<file path="src/rtl/i2csi_regs.vh">
// register indices, field positions and reset values of the serial bus status block
`ifndef I2CSI_REGS_VH
`define I2CSI_REGS_VH

// register indices; byte address is four times the index
`define I2CSI_IDX_DATA_BUFFER 4'h0
`define I2CSI_IDX_STATUS 4'h1
`define I2CSI_IDX_IRQ_ENABLE 4'h2
`define I2CSI_IDX_CONTROL 4'h3

// status register fields
`define I2CSI_ST_START 0
`define I2CSI_ST_TX_COMPLETE 1
`define I2CSI_ST_RX_READY 2
`define I2CSI_ST_CLOCK_STRETCH 3
`define I2CSI_ST_TIMEOUT 4
`define I2CSI_ST_ADDR_MATCH 5
`define I2CSI_ST_ARB_LOST 6
`define I2CSI_ST_NOT_ACKED 7
`define I2CSI_ST_GENERAL_CALL 8
`define I2CSI_ST_RX_OVERRUN 9
`define I2CSI_ST_CLOCK_LINE 10
`define I2CSI_ST_STOP 11
`define I2CSI_ST_CTRL_ACTIVE 14
`define I2CSI_ST_BUS_OCCUPIED 15

// sticky event flags, and those software may also set to 1
`define I2CSI_EVENT_MASK 16'h0bff
`define I2CSI_SW_SET_MASK 16'h0b33

// control register fields
`define I2CSI_CTL_MODULE_ENABLE 0
`define I2CSI_CTL_GC_RECOGNITION 1

// writable bits and reset values
`define I2CSI_IRQ_ENABLE_MASK 16'h0bff
`define I2CSI_IRQ_ENABLE_RESET 16'h0000
`define I2CSI_STATUS_RESET 16'h0000
`define I2CSI_CONTROL_MASK 16'h0003
`define I2CSI_CONTROL_RESET 16'h0000
`define I2CSI_DATA_BUFFER_MASK 16'h03ff
`define I2CSI_DATA_BUFFER_RESET 16'h0000

`endif

</file>
<file path="src/rtl/i2csi_sync.v">
// two flip-flop synchroniser for levels arriving from pins
`timescale 1ns/100ps
`default_nettype none

module i2csi_sync
#(
    parameter WIDTH = 1,
    parameter [WIDTH-1:0] INIT = {WIDTH{1'b1}}
)
(
    input wire clk_i,
    input wire rst_i,
    input wire [WIDTH-1:0] async_i,
    output wire [WIDTH-1:0] sync_o
);

reg [WIDTH-1:0] meta_q;
reg [WIDTH-1:0] sync_q;

// the first stage feeds only the second; nothing else looks at it
always @(posedge clk_i)
begin
    if (rst_i)
    begin
        meta_q <= INIT;
        sync_q <= INIT;
    end
    else
    begin
        meta_q <= async_i;
        sync_q <= meta_q;
    end
end

assign sync_o = sync_q;

endmodule

`default_nettype wire

</file>
<file path="src/rtl/i2csi_status_irq.v">
// status flags, interrupt enable and data buffer gate of the two-wire bus controller
`timescale 1ns/100ps
`default_nettype none
`include "i2csi_regs.vh"

module i2csi_status_irq
#(
    parameter ADDR_WIDTH = 4,
    parameter BUF_WIDTH = 10
)
(
    input wire clk_i,
    input wire rst_i,
    // classic wishbone slave, word addressed
    input wire wb_cyc_i,
    input wire wb_stb_i,
    input wire wb_we_i,
    input wire [ADDR_WIDTH-1:0] wb_adr_i,
    input wire [3:0] wb_sel_i,
    input wire [31:0] wb_dat_i,
    output wire [31:0] wb_dat_o,
    output wire wb_ack_o,
    // clock line pin, asynchronous
    input wire scl_i,
    // one-cycle event pulses, received data and the controller active level from the shifting engine
    input wire start_seen_i,
    input wire stop_seen_i,
    input wire tx_complete_i,
    input wire clock_stretch_i,
    input wire timeout_i,
    input wire own_address_match_i,
    input wire arbitration_lost_i,
    input wire not_acked_i,
    input wire general_call_i,
    input wire rx_byte_i,
    input wire [BUF_WIDTH-1:0] rx_data_i,
    input wire controller_active_i,
    // towards the shifting engine and the cpu
    output wire [BUF_WIDTH-1:0] tx_data_o,
    output wire tx_load_o,
    output wire module_enable_o,
    output wire general_call_recognition_en_o,
    output wire irq_o
);

////////////////////////////////////////////////////////////////////////////////
// helpers

// merge a bus write into a 16-bit register under byte enables
function [15:0] lane_merge;
    input [15:0] old_val;
    input [15:0] new_val;
    input [1:0] sel;
    begin
        lane_merge[7:0] = sel[0] ? new_val[7:0] : old_val[7:0];
        lane_merge[15:8] = sel[1] ? new_val[15:8] : old_val[15:8];
    end
endfunction

// decode a register index against the current address
function idx_hit;
    input [ADDR_WIDTH-1:0] adr;
    input [3:0] idx;
    begin
        idx_hit = (adr == idx[ADDR_WIDTH-1:0]);
    end
endfunction

////////////////////////////////////////////////////////////////////////////////
// declarations

reg ack_q;
reg [31:0] dat_q;
reg [15:0] flags_q;
reg [15:0] flags_d;
reg ovr_pend_q;
reg ovr_pend_d;
reg rx_unread_q;
reg rx_unread_d;
reg [BUF_WIDTH-1:0] rx_buf_q;
reg [BUF_WIDTH-1:0] tx_buf_q;
reg tx_load_q;
reg [15:0] irq_en_q;
reg [15:0] ctl_q;
reg busy_q;
reg bus_occ_q;
reg bus_occ_d;
reg irq_q;
reg [15:0] status_rd;
reg [31:0] rd_mux;
reg [15:0] hw_set;
reg [15:0] sw_wr_val;
reg [15:0] irq_src;

wire scl_s;
wire access;
wire wr_acc;
wire rd_acc;
wire st_wr;
wire buf_rd;
wire buf_wr;
wire [15:0] wr_word;
wire gc_en;
wire mod_en;
wire [15:0] tx_merge;

////////////////////////////////////////////////////////////////////////////////
// pin synchronisation

i2csi_sync
#(
    .WIDTH(1),
    .INIT(1'b1)
)
u_scl_sync
(
    .clk_i(clk_i),
    .rst_i(rst_i),
    .async_i(scl_i),
    .sync_o(scl_s)
);

////////////////////////////////////////////////////////////////////////////////
// bus slave: one access per request, answered one cycle after it is seen

assign access = wb_cyc_i & wb_stb_i & ~ack_q;
assign wr_acc = access & wb_we_i;
assign rd_acc = access & ~wb_we_i;
assign wr_word = wb_dat_i[15:0];
assign st_wr = wr_acc & idx_hit(wb_adr_i, `I2CSI_IDX_STATUS);
assign buf_rd = rd_acc & idx_hit(wb_adr_i, `I2CSI_IDX_DATA_BUFFER);
// transmit buffer is locked while a transfer is in flight
assign buf_wr = wr_acc & idx_hit(wb_adr_i, `I2CSI_IDX_DATA_BUFFER) & ~busy_q;
assign mod_en = ctl_q[`I2CSI_CTL_MODULE_ENABLE];
assign gc_en = ctl_q[`I2CSI_CTL_GC_RECOGNITION];

always @(posedge clk_i)
begin
    if (rst_i)
    begin
        ack_q <= 1'b0;
        dat_q <= 32'h00000000;
    end
    else
    begin
        ack_q <= access;
        dat_q <= rd_acc ? rd_mux : 32'h00000000;
    end
end

always @*
begin
    status_rd = flags_q & `I2CSI_EVENT_MASK;
    status_rd[`I2CSI_ST_CLOCK_LINE] = scl_s;
    status_rd[`I2CSI_ST_CTRL_ACTIVE] = busy_q;
    status_rd[`I2CSI_ST_BUS_OCCUPIED] = bus_occ_q;
end

// unmapped indices answer normally with zero data
always @*
begin
    rd_mux = 32'h00000000;
    case (wb_adr_i)
        `I2CSI_IDX_DATA_BUFFER:
            rd_mux[BUF_WIDTH-1:0] = rx_buf_q;
        `I2CSI_IDX_STATUS:
            rd_mux[15:0] = status_rd;
        `I2CSI_IDX_IRQ_ENABLE:
            rd_mux[15:0] = irq_en_q;
        `I2CSI_IDX_CONTROL:
            rd_mux[15:0] = ctl_q;
        default:
            rd_mux = 32'h00000000;
    endcase
end

////////////////////////////////////////////////////////////////////////////////
// control and interrupt enable registers

always @(posedge clk_i)
begin
    if (rst_i)
    begin
        irq_en_q <= `I2CSI_IRQ_ENABLE_RESET;
        ctl_q <= `I2CSI_CONTROL_RESET;
    end
    else
    begin
        if (wr_acc && idx_hit(wb_adr_i, `I2CSI_IDX_IRQ_ENABLE))
        begin
            irq_en_q <= lane_merge(irq_en_q, wr_word, wb_sel_i[1:0])
                & `I2CSI_IRQ_ENABLE_MASK;
        end
        if (wr_acc && idx_hit(wb_adr_i, `I2CSI_IDX_CONTROL))
        begin
            ctl_q <= lane_merge(ctl_q, wr_word, wb_sel_i[1:0]) & `I2CSI_CONTROL_MASK;
        end
    end
end

////////////////////////////////////////////////////////////////////////////////
// data buffer: separate receive and transmit holding registers

// merged at full register width, then cut to the buffer's own width
assign tx_merge = lane_merge({{(16-BUF_WIDTH){1'b0}}, tx_buf_q}, wr_word, wb_sel_i[1:0]);

always @(posedge clk_i)
begin
    if (rst_i)
    begin
        rx_buf_q <= {BUF_WIDTH{1'b0}};
        tx_buf_q <= {BUF_WIDTH{1'b0}};
        tx_load_q <= 1'b0;
    end
    else
    begin
        if (rx_byte_i)
        begin
            rx_buf_q <= rx_data_i;
        end
        if (buf_wr)
        begin
            tx_buf_q <= tx_merge[BUF_WIDTH-1:0];
        end
        tx_load_q <= buf_wr;
    end
end

// a received byte stays unread until the cpu reads the buffer
always @*
begin
    rx_unread_d = rx_unread_q;
    if (buf_rd)
    begin
        rx_unread_d = 1'b0;
    end
    // a byte landing in the same cycle as the read is still unread
    if (rx_byte_i)
    begin
        rx_unread_d = 1'b1;
    end
end

always @(posedge clk_i)
begin
    if (rst_i)
    begin
        rx_unread_q <= 1'b0;
    end
    else
    begin
        rx_unread_q <= rx_unread_d;
    end
end

////////////////////////////////////////////////////////////////////////////////
// event flags

always @*
begin
    hw_set = 16'h0000;
    hw_set[`I2CSI_ST_START] = start_seen_i;
    hw_set[`I2CSI_ST_TX_COMPLETE] = tx_complete_i;
    hw_set[`I2CSI_ST_RX_READY] = rx_byte_i;
    hw_set[`I2CSI_ST_CLOCK_STRETCH] = clock_stretch_i;
    hw_set[`I2CSI_ST_TIMEOUT] = timeout_i;
    hw_set[`I2CSI_ST_ADDR_MATCH] = own_address_match_i;
    hw_set[`I2CSI_ST_ARB_LOST] = arbitration_lost_i;
    hw_set[`I2CSI_ST_NOT_ACKED] = not_acked_i;
    // general call only counts while its recognition is on
    hw_set[`I2CSI_ST_GENERAL_CALL] = general_call_i & gc_en;
    // a second byte arriving before the buffer is read
    hw_set[`I2CSI_ST_RX_OVERRUN] = rx_byte_i & rx_unread_q & ~buf_rd;
    hw_set[`I2CSI_ST_STOP] = stop_seen_i;
end

// software may clear any sticky flag, but may set only some of them;
// hardware-only flags ignore a written 1 so a stray write cannot fake an event
always @*
begin
    sw_wr_val = lane_merge(flags_q, wr_word, wb_sel_i[1:0]);
    sw_wr_val = (sw_wr_val & (flags_q | `I2CSI_SW_SET_MASK)) & `I2CSI_EVENT_MASK;
end

always @*
begin
    flags_d = flags_q;
    if (st_wr)
    begin
        flags_d = sw_wr_val;
    end
    if (buf_rd)
    begin
        flags_d[`I2CSI_ST_RX_OVERRUN] = 1'b0;
    end
    // a hardware event beats a clear in the same cycle
    flags_d = flags_d | hw_set;
end

always @(posedge clk_i)
begin
    if (rst_i)
    begin
        flags_q <= `I2CSI_STATUS_RESET;
    end
    else
    begin
        flags_q <= flags_d;
    end
end

// the overrun interrupt is held apart from its flag: writing 0 to the flag
// leaves the request standing, only a buffer read retires it
always @*
begin
    ovr_pend_d = ovr_pend_q;
    if (buf_rd)
    begin
        ovr_pend_d = 1'b0;
    end
    if (hw_set[`I2CSI_ST_RX_OVERRUN])
    begin
        ovr_pend_d = 1'b1;
    end
    if (st_wr && sw_wr_val[`I2CSI_ST_RX_OVERRUN] && !flags_q[`I2CSI_ST_RX_OVERRUN])
    begin
        ovr_pend_d = 1'b1;
    end
end

always @(posedge clk_i)
begin
    if (rst_i)
    begin
        ovr_pend_q <= 1'b0;
    end
    else
    begin
        ovr_pend_q <= ovr_pend_d;
    end
end

////////////////////////////////////////////////////////////////////////////////
// hardware driven status

always @*
begin
    bus_occ_d = bus_occ_q;
    if (stop_seen_i)
    begin
        bus_occ_d = 1'b0;
    end
    if (start_seen_i)
    begin
        bus_occ_d = 1'b1;
    end
    if (!mod_en)
    begin
        bus_occ_d = 1'b0;
    end
end

always @(posedge clk_i)
begin
    if (rst_i)
    begin
        bus_occ_q <= 1'b0;
        busy_q <= 1'b0;
    end
    else
    begin
        bus_occ_q <= bus_occ_d;
        busy_q <= controller_active_i;
    end
end

////////////////////////////////////////////////////////////////////////////////
// interrupt request

always @*
begin
    irq_src = flags_q & `I2CSI_EVENT_MASK;
    irq_src[`I2CSI_ST_RX_OVERRUN] = ovr_pend_q;
end

always @(posedge clk_i)
begin
    if (rst_i)
    begin
        irq_q <= 1'b0;
    end
    else
    begin
        // one enable per flag position, bits 0..9 and 11
        irq_q <= |(irq_src & irq_en_q);
    end
end

////////////////////////////////////////////////////////////////////////////////
// outputs

assign wb_ack_o = ack_q;
assign wb_dat_o = dat_q;
assign tx_data_o = tx_buf_q;
assign tx_load_o = tx_load_q;
assign module_enable_o = ctl_q[`I2CSI_CTL_MODULE_ENABLE];
assign general_call_recognition_en_o = ctl_q[`I2CSI_CTL_GC_RECOGNITION];
assign irq_o = irq_q;

endmodule

`default_nettype wire

</file>
<file path="config.mk">
export PLATFORM = sky130hd
export DESIGN_NAME = i2csi_status_irq
export DESIGN_NICKNAME = d
export VERILOG_FILES = /design/src/rtl/i2csi_sync.v /design/src/rtl/i2csi_status_irq.v
export VERILOG_INCLUDE_DIRS = /design/src /design/src/rtl
export SDC_FILE = /design/constraint.sdc
export NUM_CORES = 1
export LEC_CHECK = 0
export ABC_AREA = 1
export BUFFER_PORTS_ARGS = -buffer_cell sky130_fd_sc_hd__buf_2
export CORE_AREA = 3 3 88 90
export DETAILED_ROUTE_END_ITERATION = 16
export DIE_AREA = 0 0 91 93
export PLACE_DENSITY = 0.75
export SETUP_SLACK_MARGIN = 0.02
export SKIP_CTS_REPAIR_TIMING = 1
export SYNTH_ARGS = -nofsm -noshare
export SYNTH_HDL_FRONTEND = slang
export SYNTH_HIERARCHICAL = 1
export SYNTH_SLANG_ARGS = --single-unit
</file>
<file path="constraint.sdc">
create_clock -name clk_i -period 1.5 [get_ports clk_i]
set_clock_uncertainty 0.2 [all_clocks]
set_input_delay 0.3 -clock clk_i [delete_from_list [all_inputs] [get_ports clk_i]]
set_output_delay 0.3 -clock clk_i [all_outputs]
set_load 0.01 [all_outputs]
</file>
**After elaboration in Yosys (flattened, before gate mapping)**

Cells that the tools add are included.

- Output and inout bits: 47
- Input port bits: 67
- Register bits after elaboration: 90

- Multiplexer cells: 12
- Reduce and logical (&&, ||, !) cells: 17
- Eq/ne operators: 3
- Bitwise gates (word level): 20

Operators with widths:

| operator | count |
|---|---|
| $pmux W10 S4 | 1 |
| $and A12 B12 Y12 | 2 |
| $mux W16 | 1 |
| $or A16 B12 Y16 | 1 |
| $reduce_or A16 Y1 | 1 |
| $pmux W6 S2 | 1 |
| $and A1 B1 Y1 | 11 |
| $reduce_and A2 Y1 | 5 |
| $eq A4 B2 Y1 const B | 2 |
| $mux W8 | 1 |
| $mux W1 | 7 |
| $not A1 Y1 | 6 |
| $eq A4 B1 Y1 const B | 1 |
| $logic_and A1 B1 Y1 | 4 |
| $logic_not A4 Y1 | 1 |
| $mux W4 | 1 |
| $reduce_bool A2 Y1 | 2 |
| $reduce_or A2 Y1 | 2 |
| $reduce_bool A3 Y1 | 1 |
| $logic_not A1 Y1 | 1 |

**Longest topological paths before layout**

- Depth after elaboration: 8
- Depth in mapped cells: 8
- Mapped depth without buffers: 8

**Modules after synthesis**

Netlist, hierarchy kept.

Modules (own cells, without submodules):

| module | instances | cells each | area an instance (µm²) | sequential area each (µm²) |
|---|---|---|---|---|
| i2csi_status_irq | 1 | 475 | 3125.5 | 1301.2 |
| i2csi_sync | 1 | 7 | 58.8 | 40.0 |

**Least setup slack after synthesis**

OpenSTA, ideal clock, no wires.

- Path kind: reg-to-reg
- From: register ack_q, in the netlist wb_ack_o
- To: register flags_q[0]
- Buffers on the path: 0
- Data required time: 1.191 ns
- Data arrival time: 1.063 ns
- Path slack: 0.128 ns
- Cell stages (with the launch flop): 9
- Setup time: 0.109 ns
- Cells stage by stage: dfxtp_1 > inv_1 > nand3_2 > nor2_4 > nand2_1 > nand2_1 > nand3_1 > nand2_1 > inv_1

- Cells in the longest elaborated chain, start to end: 6

Ends and longest elaborated chain:

| element | line | text |
|---|---|---|
| from (decl) | i2csi_status_irq.v:72 | `reg ack_q;` |
| from (signal assigned) | i2csi_status_irq.v:146 | `ack_q <= access;` |
| $not A1 Y1 | i2csi_status_irq.v:126 | `assign access = wb_cyc_i & wb_stb_i & ~ack_q;` |
| $and A1 B1 Y1 | i2csi_status_irq.v:126 |  |
| $and A1 B1 Y1 | i2csi_status_irq.v:127 | `assign wr_acc = access & wb_we_i;` |
| $and A1 B1 Y1 | i2csi_status_irq.v:130 | `` assign st_wr = wr_acc & idx_hit(wb_adr_i, `I2CSI_IDX_STATUS); `` |
| $mux W16 | i2csi_status_irq.v:288 | `if (st_wr)` |
| $or A16 B12 Y16 | i2csi_status_irq.v:297 | `flags_d = flags_d \| hw_set;` |
| to (signal assigned) | i2csi_status_irq.v:304 | `` flags_q <= `I2CSI_STATUS_RESET; `` |
| to (signal assigned) | i2csi_status_irq.v:308 | `flags_q <= flags_d;` |
| to (decl) | i2csi_status_irq.v:74 | `reg [15:0] flags_q;` |

Every way passes these cells.
A chain may end at the register's enable or synchronous reset.

**Final worst setup path**

- From: register ack_q, in the netlist wb_ack_o
- To: register flags_q[11]

Same word-level chain as after synthesis.

==> impl_metrics.yaml <==
layout:
  n_antenna_cell: 0
  drive_above_1_share_pct: 21.78
  nNetsFinal: 645
  area_growth_pct: 25.70
  design_area_um2: 4003
  final_core_util_pct: 56.08
global_routing:
  grt_most_used_layer: "met2"
  overflow: 0
  grt_max_degree: 32
  grt_usage_pct: 19.10
  met1_usage_pct: 24.10
  grt_pass1_wl_mm: 13.01
  grtUsageMet2_pct: 30.66
  grt_pass1_vias: 2863
  grt_use_met3_pct: 5.712
  antenna_found_initial: 0
timing:
  layout_min_cycle_time_ns: 1.436
  fmax_mhz: 696.6
  setup_tns_ns: 0
  period_share_pct: 95.71
  hold_viol_final: 6
  hold_slack_ns: -0.01974
  slew_viol_final: 0
  setup_viol: 0
  rsz0062_at_grt: "true"
synthesis:
  syn_area_um2: 3184
  synth_top_area_share_pct: 42.12
  yosys_warnings: 6
  synth_xor_xnor_area_share_pct: 0
  synthDistinctLibCells: 25
  syn_area_per_cell_um2: 6.606
  synth_compound_area_share_pct: 4.322
  synth_mux_area_share_pct: 0
  synth_area_leaders: "dfxtp_1 42%, nand2_1 16%, nor2_1 9.5%"
  ys_ff_latch: 67
  seq_area_frac_synth_pct: 42.12
  synth-simple-area-share_pct: 38.07
  synth_top_area_cell: "dfxtp_1"
  synthAdderAreaFrac_pct: 0
  synth_top_family_by_area: "simple AND/OR/NAND/NOR gates"
  syn-instance-count: 482
die:
  dieArea_um2: 8463
  initial_utilization_pct: 44.62
  die_width_um: 91
  ios: 114
  rows: 31
  core-area_um2: 7137
  die_y_um: 93
drt:
  via_per_inst: 4.475
  routed_wl_mm: 7.750
  firstDrtPassIters: 4
  num_vias: 3052
  wl_per_cell_um: 11.36
  drt_iter0_drc: 167
  ant_nets: 0
  drc_errors: 0
placement:
  portBuffers: 72
  dpl.hpwl_mm: 5.793
  dpl_cell_area_um2: 3662
  gp_congestion: 0.9923
setup_path:
  cp_num_buf_inv: 2
  critical_path_class: "reg -> reg"
  critical_path.max_fanout: 9
  critPathLaunchType: "register"
  cp.required_ns: 1.56
  setup.worst_path.end_class: "register"
  cp_cell_sequence: "inv_2 -> nand3_4 -> nor2_4 -> nand2_2 -> nand2_1 -> nand3_1 -> nand2_1 -> inv_1"
  path_depth: 8
  ff2ff_path_depth: 8
  arrival_ns: 1.50
  cp_slowest_stage_delay_ns: 0.32
  critical-path-top-delay-family: "simple AND/OR/NAND/NOR gates"
  crit_top_cell: "nand2_1"
  cpMaxStageDelayCell: "dfxtp_2"
clock_network:
  cts_sinks: 67
  path_clk_slew_ns: 0.08
  cts_max_level: 3
  cts_buffer_depth: 2
  cts_tree: "done"
  clk_latency_ns: 0.35
  cts_root_buffer: "clkbuf_8"
  numCtsBuffers: 9
job:
  cap_violations: 0
power:
  vdd_drop_max_mv: 0.6131
  cellLeakagePower_nw: 2.166
  powerDensity_nw_per_um2: 900.2
worst_hold_path:
  worstHoldPathCells: 3
  hold_path.class: "in -> reg"
outcome:
  violations: "hold timing"
  outcome: "complete, but fails checks"
[metal layers]
metal / vias up / part of all wire (%) / wire (um)
li1: 1622 / - / -
met1: 1332 / 46 / 3586
met2: 87 / 45 / 3506
met3: 11 / 6.8 / 526
met4: 0 / 1.7 / 131
met5: - / 0 / 0
[worst min-delay path, stage by stage]
cell and delay [ns]:
buf_2 0.07, nor2_1 0.04, nor2_1 0.08
[logic make-up (layout without fill, tap and decap cells)]
kind of cell    Yosys count  in the layout
simple gates            284            285
flops                    67             67
compound gates           26             26
buf+inv                 104            187
other cells               1             18
[registers in the layout (all words and copies together) (netlist names), 2 cells and up]
name / count
wb_dat_o: 14
flags_q: 11
irq_en_q: 11
rx_buf_q: 10
tx_data_o: 10
ctl_q: 2
[worst paths after layout]
check,startpoint,to,slack (ns)
max,wb_ack_o,flags_q[11],0.06
min,rx_data_i[4],rx_buf_q[4],-0.02
max reg2reg,wb_ack_o,flags_q[11],0.06
min reg2reg,u_scl_sync/meta_q,u_scl_sync/sync_o,0.21
[stage by stage]
| stage | total power, mW | std cells | hold slack [ns] | setup WS, ns |
|---|---|---|---|---|
| after global routing | 3.773 | 682 | 0.00003786 | -0.05750 |
| after floorplan | 2.138 | 499 | 0.1691 | 0.1285 |
| after detailed placement | 2.249 | 653 | 0.1925 | -0.1687 |
| after global placement | 2.240 | 653 | 0.1923 | -0.1297 |
| after CTS | 3.603 | 669 | -0.07467 | -0.1238 |
| final | 3.603 | 682 | -0.01974 | 0.06439 |
[placed cells by master (no fill, tap or decap), drive strengths merged, types with 4 or more instances in the layout]
| cell | synthesis | final |
|---|---|---|
| nand2 | 139 | 139 |
| clkinv | 1 | 4 |
| nor2 | 89 | 90 |
| nand4 | 13 | 13 |
| clkbuf | 2 | 10 |
| buf | 33 | 92 |
| dfxtp | 67 | 67 |
| nand3 | 39 | 39 |
| conb | 1 | 18 |
| a21oi | 4 | 4 |
| dlygate4sd3 | 0 | 10 |
| o21ai | 19 | 19 |
| inv | 68 | 68 |
[area by class of cell]
type                    instances  area (um2)
clock buffers                  10       137.6
clock inverters                 6       41.29
flip-flops and latches         67        1343
repair buffers                102       651.9
well taps                      99       123.9
fillers                       721        3134
inverters                      69       259.0
multi-input cells             329        1446
[report_power, final]
group	internal [mW]	switching (mW)
registers	1.83	0.0373
clock network	0.640	0.718
logic	0.155	0.224
[Yosys cell counts (all sizes together)]
| cell type | number |
|---|---|
| buf | 33 |
| o21ai | 19 |
| nand2 | 139 |
| nor4 | 1 |
| clkinv | 1 |
| inv | 68 |
| conb | 1 |
| a21oi | 4 |
| nor3 | 3 |
| nor2 | 89 |
| a21boi | 3 |
| nand3 | 39 |
| dfxtp | 67 |
| clkbuf | 2 |
| nand4 | 13 |
(Power assumes the default switching activity.)
